==> config.mk <==
export PLATFORM = sky130hd
export DESIGN_NAME = acc_top
export DESIGN_NICKNAME = d
export VERILOG_FILES = /design/src/design/acc_pkg.sv /design/src/design/acc_top.sv /design/src/design/acc_sync.sv
export VERILOG_INCLUDE_DIRS = /design/src /design/src/design
export SDC_FILE = /design/constraint.sdc
export NUM_CORES = 1
export LEC_CHECK = 0
export BUFFER_PORTS_ARGS = -buffer_cell sky130_fd_sc_hd__clkbuf_2
export CORE_UTILIZATION = 34
export CTS_BUF_LIST = sky130_fd_sc_hd__clkbuf_8
export CTS_CLUSTER_DIAMETER = 50
export DETAILED_ROUTE_END_ITERATION = 12
export GPL_TIMING_DRIVEN = 0
export SETUP_SLACK_MARGIN = 0.02
export SLEW_MARGIN = 10
export SYNTH_ARGS = -nofsm -noshare
export SYNTH_HDL_FRONTEND = slang
export SYNTH_SLANG_ARGS = --single-unit
==> constraint.sdc <==
create_clock -name CLK_I -period 7.7 [get_ports CLK_I]
set_input_delay 1.54 -clock CLK_I [delete_from_list [all_inputs] [get_ports CLK_I]]
set_output_delay 1.54 -clock CLK_I [all_outputs]
set_load 0.02 [all_outputs]
==> src/design/acc_defs.svh <==
// Register offsets, field positions, reset values and addresses for the accelerometer reader.
`ifndef ACC_DEFS_SVH
`define ACC_DEFS_SVH

// ----------------------------------------------------------------
// Bus addresses
// ----------------------------------------------------------------
`define ACC_TARGET_ADDR 7'h53
`define ACC_DECODER_ADDR 7'h20

// ----------------------------------------------------------------
// Register indices
// ----------------------------------------------------------------
`define ACC_IDX_IDENT 8'h00
`define ACC_IDX_OUTPUT_FORMAT_CFG 8'h31
`define ACC_IDX_X_AXIS_LOW_BYTE 8'h32
`define ACC_IDX_X_AXIS_HIGH_BYTE 8'h33
`define ACC_IDX_Y_AXIS_LOW_BYTE 8'h34
`define ACC_IDX_Y_AXIS_HIGH_BYTE 8'h35
`define ACC_IDX_Z_AXIS_LOW_BYTE 8'h36
`define ACC_IDX_Z_AXIS_HIGH_BYTE 8'h37

// ----------------------------------------------------------------
// Output format fields and reset value
// ----------------------------------------------------------------
`define ACC_FMT_FULL_RES_BIT 3
`define ACC_FMT_LEFT_JUST_BIT 2
`define ACC_FMT_RANGE_MSB 1
`define ACC_FMT_RANGE_LSB 0
`define ACC_FMT_RESET 8'h00
`define ACC_BASE_RES_BITS 5'h0a

// ----------------------------------------------------------------
// Owner select port bit
// ----------------------------------------------------------------
`define ACC_OWNER_SEL_BIT 19
`define ACC_OWNER_SEL_MASK 32'h0008_0000

`endif

==> src/design/acc_pkg.sv <==
// Types shared by the accelerometer reader design.
package acc_pkg;

	typedef enum logic [6:0] {
		ACC_IDLE = 7'b000_0001,
		ACC_ADDR = 7'b000_0010,
		ACC_ACKA = 7'b000_0100,
		ACC_WR = 7'b000_1000,
		ACC_ACKW = 7'b001_0000,
		ACC_RD = 7'b010_0000,
		ACC_ACKR = 7'b100_0000
	} acc_state_t;

endpackage

==> src/design/acc_top.sv <==
// Accelerometer target on the serial bus with its register file, plus the shared-bus owner mux.
`timescale 1ns/100ps
`include "acc_defs.svh"
// Summary of operation
// - The sensor answers only target address 0x53, seven bits wide.
// - Burst reads return successive registers from the set index.
// - Samples resolve up to 13 bits over plus or minus 16g.
// - Axis bytes sit at 0x32 to 0x37, low byte at lower index.
// - After reset the shared bus belongs to the logic side.
// - Select high hands the shared bus to the processor-side controller.
// - Direction bit one makes the pin an output, zero an input.
module acc_top
	import acc_pkg::*;
#(
	parameter logic [7:0] IDENT_VALUE = 8'h5a // Arbitrary identity value.
) (
	input wire logic CLK_I,
	input wire logic RESET_I,
	input wire logic SNS_SCL_I,
	input wire logic SNS_SDA_I,
	output logic SNS_SDA_O,
	output logic SNS_SDA_OE_O,
	input wire logic [12:0] SAMPLE_X_I,
	input wire logic [12:0] SAMPLE_Y_I,
	input wire logic [12:0] SAMPLE_Z_I,
	input wire logic SAMPLE_VALID_I,
	output logic [7:0] OUTPUT_FORMAT_CFG_O,
	input wire logic [31:0] PORT_DIR_I,
	input wire logic [31:0] PORT_DATA_I,
	input wire logic PS_SCL_OE_I,
	input wire logic PS_SDA_OE_I,
	input wire logic PL_SCL_OE_I,
	input wire logic PL_SDA_OE_I,
	input wire logic BOARD_SCL_I,
	input wire logic BOARD_SDA_I,
	output logic BOARD_SCL_O,
	output logic BOARD_SCL_OE_O,
	output logic BOARD_SDA_O,
	output logic BOARD_SDA_OE_O,
	output logic PS_SCL_O,
	output logic PS_SDA_O,
	output logic PL_SCL_O,
	output logic PL_SDA_O,
	output logic OWNER_PS_O
);
	// ----------------------------------------------------------------
	// Pin synchronisers
	// ----------------------------------------------------------------
	logic scl_f;
	logic sda_f;
	logic bscl_f;
	logic bsda_f;
	acc_sync u_sync_scl (.clk_i(CLK_I), .reset_i(RESET_I), .pin_i(SNS_SCL_I), .level_o(scl_f));
	acc_sync u_sync_sda (.clk_i(CLK_I), .reset_i(RESET_I), .pin_i(SNS_SDA_I), .level_o(sda_f));
	acc_sync u_sync_bscl (.clk_i(CLK_I), .reset_i(RESET_I), .pin_i(BOARD_SCL_I), .level_o(bscl_f));
	acc_sync u_sync_bsda (.clk_i(CLK_I), .reset_i(RESET_I), .pin_i(BOARD_SDA_I), .level_o(bsda_f));
	// ----------------------------------------------------------------
	// Line events
	// ----------------------------------------------------------------
	logic scl_prev_q;
	logic sda_prev_q;
	wire scl_rise = scl_f & ~scl_prev_q;
	wire scl_fall = ~scl_f & scl_prev_q;
	wire start_seen = scl_f & scl_prev_q & sda_prev_q & ~sda_f;
	wire stop_seen = scl_f & scl_prev_q & ~sda_prev_q & sda_f;
	// ----------------------------------------------------------------
	// Sample formatting
	// ----------------------------------------------------------------
	logic [7:0] fmt_q;
	logic [15:0] shadow_x_q;
	logic [15:0] shadow_y_q;
	logic [15:0] shadow_z_q;
	logic [15:0] live_x;
	logic [15:0] live_y;
	logic [15:0] live_z;
	wire full_res = fmt_q[`ACC_FMT_FULL_RES_BIT];
	wire left_just = fmt_q[`ACC_FMT_LEFT_JUST_BIT];
	wire [1:0] range_sel = fmt_q[`ACC_FMT_RANGE_MSB:`ACC_FMT_RANGE_LSB];
	// Full resolution widens with range, up to 13 bits at 16g; otherwise 10 bits.
	wire [4:0] res_bits = full_res ? (`ACC_BASE_RES_BITS + {3'h0, range_sel})
		: `ACC_BASE_RES_BITS;
	wire [4:0] left_shift = 5'h10 - res_bits;
	function automatic logic [15:0] acc_format(input logic [12:0] raw, input logic full,
		input logic left, input logic [1:0] rng, input logic [4:0] lsh);
		logic [15:0] ext;
		logic [15:0] scaled;
		ext = {{3{raw[12]}}, raw};
		scaled = full ? ext : 16'($signed(ext) >>> rng);
		acc_format = left ? 16'(scaled << lsh) : scaled;
	endfunction
	assign live_x = acc_format(SAMPLE_X_I, full_res, left_just, range_sel, left_shift);
	assign live_y = acc_format(SAMPLE_Y_I, full_res, left_just, range_sel, left_shift);
	assign live_z = acc_format(SAMPLE_Z_I, full_res, left_just, range_sel, left_shift);
	// ----------------------------------------------------------------
	// Target state machine
	// ----------------------------------------------------------------
	acc_state_t state_q;
	logic [7:0] shift_q;
	logic [7:0] tx_q;
	logic [3:0] cnt_q;
	logic [7:0] ptr_q;
	logic rw_q;
	logic first_q;
	logic oe_q;
	logic zero_q;
	// Reading keeps the shadow frozen, so a burst sees one coherent sample set.
	// The address acknowledge of a read counts too, since the first byte is loaded at its end.
	wire reading = (state_q == ACC_RD) | (state_q == ACC_ACKR) | ((state_q == ACC_ACKA) & rw_q);
	wire addr_hit = (shift_q[7:1] == `ACC_TARGET_ADDR);
	wire wr_fmt = (ptr_q == `ACC_IDX_OUTPUT_FORMAT_CFG);
	wire [7:0] rd_byte =
		(ptr_q == `ACC_IDX_IDENT) ? IDENT_VALUE :
		(ptr_q == `ACC_IDX_OUTPUT_FORMAT_CFG) ? fmt_q :
		(ptr_q == `ACC_IDX_X_AXIS_LOW_BYTE) ? shadow_x_q[7:0] :
		(ptr_q == `ACC_IDX_X_AXIS_HIGH_BYTE) ? shadow_x_q[15:8] :
		(ptr_q == `ACC_IDX_Y_AXIS_LOW_BYTE) ? shadow_y_q[7:0] :
		(ptr_q == `ACC_IDX_Y_AXIS_HIGH_BYTE) ? shadow_y_q[15:8] :
		(ptr_q == `ACC_IDX_Z_AXIS_LOW_BYTE) ? shadow_z_q[7:0] :
		(ptr_q == `ACC_IDX_Z_AXIS_HIGH_BYTE) ? shadow_z_q[15:8] : 8'h00;
	always_ff @(posedge CLK_I or posedge RESET_I) begin
		if (RESET_I) begin
			scl_prev_q <= 1'b1;
			sda_prev_q <= 1'b1;
			shadow_x_q <= 16'h0000;
			shadow_y_q <= 16'h0000;
			shadow_z_q <= 16'h0000;
		end else begin
			scl_prev_q <= scl_f;
			sda_prev_q <= sda_f;
			if (SAMPLE_VALID_I && !reading) begin
				shadow_x_q <= live_x;
				shadow_y_q <= live_y;
				shadow_z_q <= live_z;
			end
		end
	end

	always_ff @(posedge CLK_I or posedge RESET_I) begin
		if (RESET_I) begin
			state_q <= ACC_IDLE;
			shift_q <= 8'h00;
			tx_q <= 8'h00;
			cnt_q <= 4'h0;
			ptr_q <= 8'h00;
			rw_q <= 1'b0;
			first_q <= 1'b0;
			oe_q <= 1'b0;
			fmt_q <= `ACC_FMT_RESET;
		end else if (start_seen) begin
			state_q <= ACC_ADDR;
			cnt_q <= 4'h0;
			oe_q <= 1'b0;
		end else if (stop_seen) begin
			state_q <= ACC_IDLE;
			oe_q <= 1'b0;
		end else begin
			unique case (state_q)
				ACC_IDLE: begin
				end
				ACC_ADDR, ACC_WR: begin
					if (scl_rise) begin
						shift_q <= {shift_q[6:0], sda_f};
						cnt_q <= cnt_q + 4'h1;
					end else if (scl_fall && cnt_q == 4'h8) begin
						if (state_q == ACC_ADDR) begin
							rw_q <= shift_q[0];
							oe_q <= addr_hit;
							state_q <= addr_hit ? ACC_ACKA : ACC_IDLE;
						end else begin
							oe_q <= 1'b1;
							state_q <= ACC_ACKW;
							first_q <= 1'b0;
							if (first_q) begin
								ptr_q <= shift_q;
							end else begin
								ptr_q <= ptr_q + 8'h01;
								if (wr_fmt) begin
									fmt_q <= shift_q;
								end
							end
						end
					end
				end
				ACC_ACKA: begin
					if (scl_fall) begin
						cnt_q <= 4'h0;
						if (rw_q) begin
							tx_q <= rd_byte;
							oe_q <= ~rd_byte[7];
							ptr_q <= ptr_q + 8'h01;
							state_q <= ACC_RD;
						end else begin
							oe_q <= 1'b0;
							first_q <= 1'b1;
							state_q <= ACC_WR;
						end
					end
				end
				ACC_ACKW: begin
					if (scl_fall) begin
						oe_q <= 1'b0;
						cnt_q <= 4'h0;
						state_q <= ACC_WR;
					end
				end
				ACC_RD: begin
					if (scl_rise) begin
						cnt_q <= cnt_q + 4'h1;
					end else if (scl_fall) begin
						if (cnt_q == 4'h8) begin
							oe_q <= 1'b0;
							state_q <= ACC_ACKR;
						end else begin
							tx_q <= {tx_q[6:0], 1'b1};
							oe_q <= ~tx_q[6];
						end
					end
				end
				ACC_ACKR: begin
					// A missing acknowledge ends the burst; wait for stop.
					if (scl_rise) begin
						rw_q <= ~sda_f;
					end else if (scl_fall) begin
						cnt_q <= 4'h0;
						if (rw_q) begin
							tx_q <= rd_byte;
							oe_q <= ~rd_byte[7];
							ptr_q <= ptr_q + 8'h01;
							state_q <= ACC_RD;
						end else begin
							state_q <= ACC_IDLE;
						end
					end
				end
			endcase
		end
	end

	// ----------------------------------------------------------------
	// Shared bus owner mux
	// ----------------------------------------------------------------
	// A port bit drives the select only when its direction bit marks it output.
	wire sel_out = PORT_DIR_I[`ACC_OWNER_SEL_BIT];
	wire owner_ps = sel_out & PORT_DATA_I[`ACC_OWNER_SEL_BIT];
	logic owner_q;
	logic bscl_oe_q;
	logic bsda_oe_q;
	logic ps_scl_q;
	logic ps_sda_q;
	logic pl_scl_q;
	logic pl_sda_q;
	always_ff @(posedge CLK_I or posedge RESET_I) begin
		if (RESET_I) begin
			zero_q <= 1'b0;
			owner_q <= 1'b0;
			bscl_oe_q <= 1'b0;
			bsda_oe_q <= 1'b0;
			ps_scl_q <= 1'b1;
			ps_sda_q <= 1'b1;
			pl_scl_q <= 1'b1;
			pl_sda_q <= 1'b1;
		end else begin
			zero_q <= 1'b0;
			owner_q <= owner_ps;
			bscl_oe_q <= owner_q ? PS_SCL_OE_I : PL_SCL_OE_I;
			bsda_oe_q <= owner_q ? PS_SDA_OE_I : PL_SDA_OE_I;
			ps_scl_q <= owner_q ? bscl_f : 1'b1;
			ps_sda_q <= owner_q ? bsda_f : 1'b1;
			pl_scl_q <= owner_q ? 1'b1 : bscl_f;
			pl_sda_q <= owner_q ? 1'b1 : bsda_f;
		end
	end

	assign SNS_SDA_O = zero_q;
	assign SNS_SDA_OE_O = oe_q;
	assign OUTPUT_FORMAT_CFG_O = fmt_q;
	assign BOARD_SCL_O = zero_q;
	assign BOARD_SDA_O = zero_q;
	assign BOARD_SCL_OE_O = bscl_oe_q;
	assign BOARD_SDA_OE_O = bsda_oe_q;
	assign PS_SCL_O = ps_scl_q;
	assign PS_SDA_O = ps_sda_q;
	assign PL_SCL_O = pl_scl_q;
	assign PL_SDA_O = pl_sda_q;
	assign OWNER_PS_O = owner_q;
endmodule // acc_top

==> src/design/acc_sync.sv <==
// Three-stage pin synchroniser that follows the input once stages two and three agree.
`timescale 1ns/100ps
module acc_sync (
	input wire logic clk_i,
	input wire logic reset_i,
	input wire logic pin_i,
	output logic level_o
);
	logic s1_q;
	logic s2_q;
	logic s3_q;

	// Idle level of an open-drain line is high, so reset to one.
	always_ff @(posedge clk_i or posedge reset_i) begin
		if (reset_i) begin
			s1_q <= 1'b1;
			s2_q <= 1'b1;
			s3_q <= 1'b1;
			level_o <= 1'b1;
		end else begin
			s1_q <= pin_i;
			s2_q <= s1_q;
			s3_q <= s2_q;
			if (s2_q == s3_q) begin
				level_o <= s3_q;
			end
		end
	end
endmodule // acc_sync

==> metrics.md <==
| Metric | Value |
|---|---|
| Vias after detailed routing | `about 9800` |
| Worst R2R Start | `OUTPUT_FORMAT_CFG_O[3]` |
| CP cell instances | `buf_4 -> inv_2 -> buf_1 -> buf_1 -> nor2_1 -> ha_1 -> inv_1 -> buf_2 -> buf_1 -> mux2i_1 -> mux2i_1 -> a221o_1` |
| Static Leak | `between 4 and 5 nW` |
| Number of global-route vias before repair | `between 9000 and 10000` |
| CP max stage cell | `buf_1` |
| Setup bufs post-CTS | `0` |
| Number of flops mapped to enable cells by yosys | `0` |
| CTS Buf Count | `17` |
| Mapped Cells | `1093` |
| Worst min path class | `reg2reg` |
| Largest net degree at the start of global routing | `84` |
| Worst Setup EP | `shadow_y_q[11]` |
| Reg2Reg Setup Slack | `2.56 ns` |
| Initial core utilization | `between 30 and 40%` |
| TNS Setup | `0 ns` |
| Worst-path maximum fanout | `10` |
| Seq pwr share | `roughly 46%` |
| GR Overflow Total | `0` |
| Worst skew pair latency | `~0.45 ns` |
| Post-route insts no fill | `between 1500 and 2000` |
| Ys Warns | `0` |
| Req. time, crit path | `between 8 and 9 ns` |
| Asr flop ratio synth | `100%` |
| Iteration-0 DRC Markers | `1220` |
| Final core occ | `38.9%` |
| Syn avg cell area | `8.47 um^2` |
| Max H-tree Level | `4` |
| Int Pwr | `between 1 and 1.5 mW` |
| CP Launch Type | `flip-flop` |
| Reg area | `between 2000 and 3000 um^2` |
| # diodes | `0` |
| Die footprint | `about 28000 um^2` |
| Combinational share of power | `a little under a fifth` |
| Rel. slew slack | `32.1%` |
| Core Area | `approximately 27000 um^2` |
| Vias per inst | `approximately 6.4` |
| Synth cell types | `a little over 80` |
| Area Overhead vs Synth | `12.6%` |
| GR Util All Layers | `27.5%` |
| Routability cong. | `1.00` |
| Area taken by multi-input logic gates | `~5700 um^2` |
| Buffers on Ports | `61` |
| Post-CTS Resized | `0` |
| Placed insts | `roughly 1500` |
| Detailed placement HPWL | `28600 um` |
| # setup viols final | `0` |
| IO Pins | `133` |
| Die X-Extent | `167 um` |
| Nets | `approximately 1300` |
| Clock Tree Root | `clkbuf_8` |
| Mean routed wirelength per cell | `roughly 25 um` |
| First-pass GRT wire length | `roughly 58000 um` |
| Sequential fraction of the synthesis area | `approximately a third` |
| Crit path largest cell delay | `roughly 0.80 ns` |
| Worst setup path class | `reg2reg` |
| R2R depth | `12` |
| Slew of the pin with the lowest slew margin | `1.02 ns` |
| Clk pwr share | `a little over a third` |
| RSZ-0062 raised after global routing | `no` |
| Clock transition at path regs | `0.08 ns` |
| P per Cell Area | `155 nW/um^2` |
| CTS tree | `built` |
| Final wirelength | `38100 um` |
| Min cycle time layout | `between 5 and 6 ns` |
| Peak supply drop | `roughly 99 uV` |
| Clock tree buffer depth | `2` |
| Top FF cell, synth | `dfrtp_1` |
| Cell Area, Synth | `between 9000 and 10000 um^2` |
| FILL cells | `around 2800` |
| Number of max-cap violations | `0` |
| Die H | `167 um` |
| Hold-fix buffers at CTS | `0` |
| Routed Antenna Nets | `0` |
| # rows | `60` |
| Fmax | `slightly below 0.2 GHz` |
| Crit path top cell by count | `buf_1` |
| Crit path arrival time | `around 5.5 ns` |
| Crit path capture type | `flip-flop` |
| Antenna violations before repair | `0` |
| Crit share post-route | `~67%` |
| Clock Skews | `roughly 0.016 ns` |
| Final Hold Fails | `0` |
| Share of cells above drive strength 1 | `between 10% and 20%` |
| DR pass1 iterations | `5` |
| Status | `complete, no violations` |
| # DRC | `0` |
| Critical R2R Capture | `shadow_y_q[11]` |
| Clock sinks | `around 120` |
| Post-synthesis register bit count | `around 120` |
| Slew Limit Fails | `0` |
| CP startpoint | `OUTPUT_FORMAT_CFG_O[3]` |
| P_sw | `0.495 mW` |
| Sw frac | `30.7%` |
[sequential cells by signal (all words and copies together) (netlist names), 4 cells and up]
signal               flops
OUTPUT_FORMAT_CFG_O      8
state_q                  7
shadow_z_q              16
ptr_q                    8
shadow_x_q              16
tx_q                     7
shadow_y_q              16
cnt_q                    4
shift_q                  8
[final cells by class]
class                           count  area share (%)
Clock buffer                       17            2.24
Multi-Input combinational cell    840            54.5
Sequential cell                   118            28.6
Tap cell                          341            4.09
Inverter                           35            1.31
Clock inverter                     15            1.58
Buffer                            102            4.55
Timing Repair Buffer               62            3.19
[placed cells by master, fill, tap and decap left out, types with 7 or more instances in the layout]
master	n
nand2_1	113
dfrtp_1	95
nor2_1	86
o21ai_0	84
a21oi_1	76
clkbuf_2	62
mux2i_1	58
clkbuf_1	51
mux2_2	42
inv_1	31
buf_2	27
o22ai_1	25
dfstp_2	23
a221oi_1	22
nor3_1	20
nand2b_1	17
nand3_1	17
clkbuf_8	17
a211o_1	16
a211oi_1	15
nor2b_1	15
a31oi_1	15
and2_1	13
buf_1	12
mux4_2	10
o221ai_1	10
o31ai_1	10
a22oi_1	9
o211ai_1	9
o21a_1	8
o22a_1	8
ha_1	8
buf_4	7
o32ai_1	7
a22o_1	7
[synth_stat cells, drive strengths merged (7+ instances only)]
| cell type | count | area share [%] |
|---|---|---|
| nor2b | 15 | 1.0 |
| nor4 | 8 | 0.77 |
| o22a | 8 | 0.76 |
| inv | 31 | 1.3 |
| a21oi | 76 | 4.1 |
| ha | 8 | 1.1 |
| nor3 | 21 | 1.3 |
| a22o | 7 | 0.66 |
| dfstp | 23 | 6.5 |
| o221ai | 10 | 0.95 |
| o21ai | 88 | 4.8 |
| a22oi | 9 | 0.73 |
| o32ai | 7 | 0.66 |
| a211oi | 15 | 1.2 |
| buf | 50 | 3.0 |
| o22ai | 25 | 1.7 |
| nand3 | 18 | 1.0 |
| nand2 | 113 | 4.6 |
| o211ai | 9 | 0.73 |
| mux2i | 58 | 6.3 |
| and2 | 13 | 0.88 |
| mux2 | 42 | 5.1 |
| mux4 | 10 | 2.4 |
| nor2 | 89 | 3.7 |
| dfrtp | 95 | 26 |
| nand2b | 17 | 1.1 |
| o21a | 8 | 0.65 |
| a221oi | 23 | 2.4 |
| clkbuf | 52 | 2.1 |
| a31oi | 15 | 1.0 |
| a211o | 16 | 1.5 |
| o31ai | 10 | 0.81 |
[stage by stage]
step	power (mW)	setup WS [ns]	cell area, um^2	hold slack [ns]
2_1_floorplan	0.929	3.07	9270	0.345
3_3_place_gp	1.04	1.62	10000	0.346
3_5_place_dp	1.04	2.78	10000	0.347
4_1_cts	1.62	2.72	10400	0.358
5_1_grt	1.69	2.48	10400	0.357
6_report	1.61	2.56	10400	0.354
[power by group through the flow]
| stage | Clock (mW) | Sequential (mW) | Combinational (mW) |
|---|---|---|---|
| after floorplan | 0 | 0.732 | 0.197 |
| after global placement | 0 | 0.754 | 0.282 |
| after detailed placement | 0 | 0.755 | 0.287 |
| after CTS | 0.590 | 0.744 | 0.289 |
| after global routing | 0.619 | 0.751 | 0.319 |
| final | 0.575 | 0.744 | 0.293 |
[worst min-delay path by stage]
stage | cells past startpoint | slack (ns) | startpoint | endpoint
after floorplan | 0 | 0.35 | u_sync_bscl.s1_q | u_sync_bscl.s2_q
after global placement | 0 | 0.35 | u_sync_sda.s1_q | u_sync_sda.s2_q
after detailed placement | 0 | 0.35 | u_sync_bscl.s1_q | u_sync_bscl.s2_q
after CTS | 0 | 0.36 | u_sync_sda.s1_q | u_sync_sda.s2_q
after global routing | 0 | 0.36 | u_sync_scl.level_o | scl_prev_q
final | 0 | 0.35 | u_sync_scl.level_o | scl_prev_q
[routing by layer]
metal / routed length [um] / vias to the layer above / share of wire [%] / global-route usage (%)
li1: - / 4260 / - / -
met1: 15900 / 4736 / 42 / 36.7
met2: 16700 / 646 / 44 / 41.4
met3: 3540 / 133 / 9.3 / 5.66
met4: 1940 / 0 / 5.1 / 14.9
met5: 0 / - / 0 / 0.870
[critical path, delay by kind of cell (launching register included)]
kind	cells	cell delay [ns]
AND/OR/NAND/NOR	1	0.14
multiplexers	2	0.60
flip-flops	1	0.47
adder cells (fa/ha/maj)	1	0.45
buffers and inverters	7	2.99
AO/OA/AOI/OAI	1	0.35
[kinds of logic (layout without fill, tap and decap cells)]
logic type	after synthesis	after routing	share of synthesized area, %
compound gates	381	381	28.1
xor+xnor	4	4	0.378
fa+ha+maj	12	12	1.51
buf+inv	137	231	6.54
flops	118	118	32.2
mux	110	110	13.8
other cells	1	3	0.0405
simple gates	330	330	17.4
(Power assumes the default switching activity.)
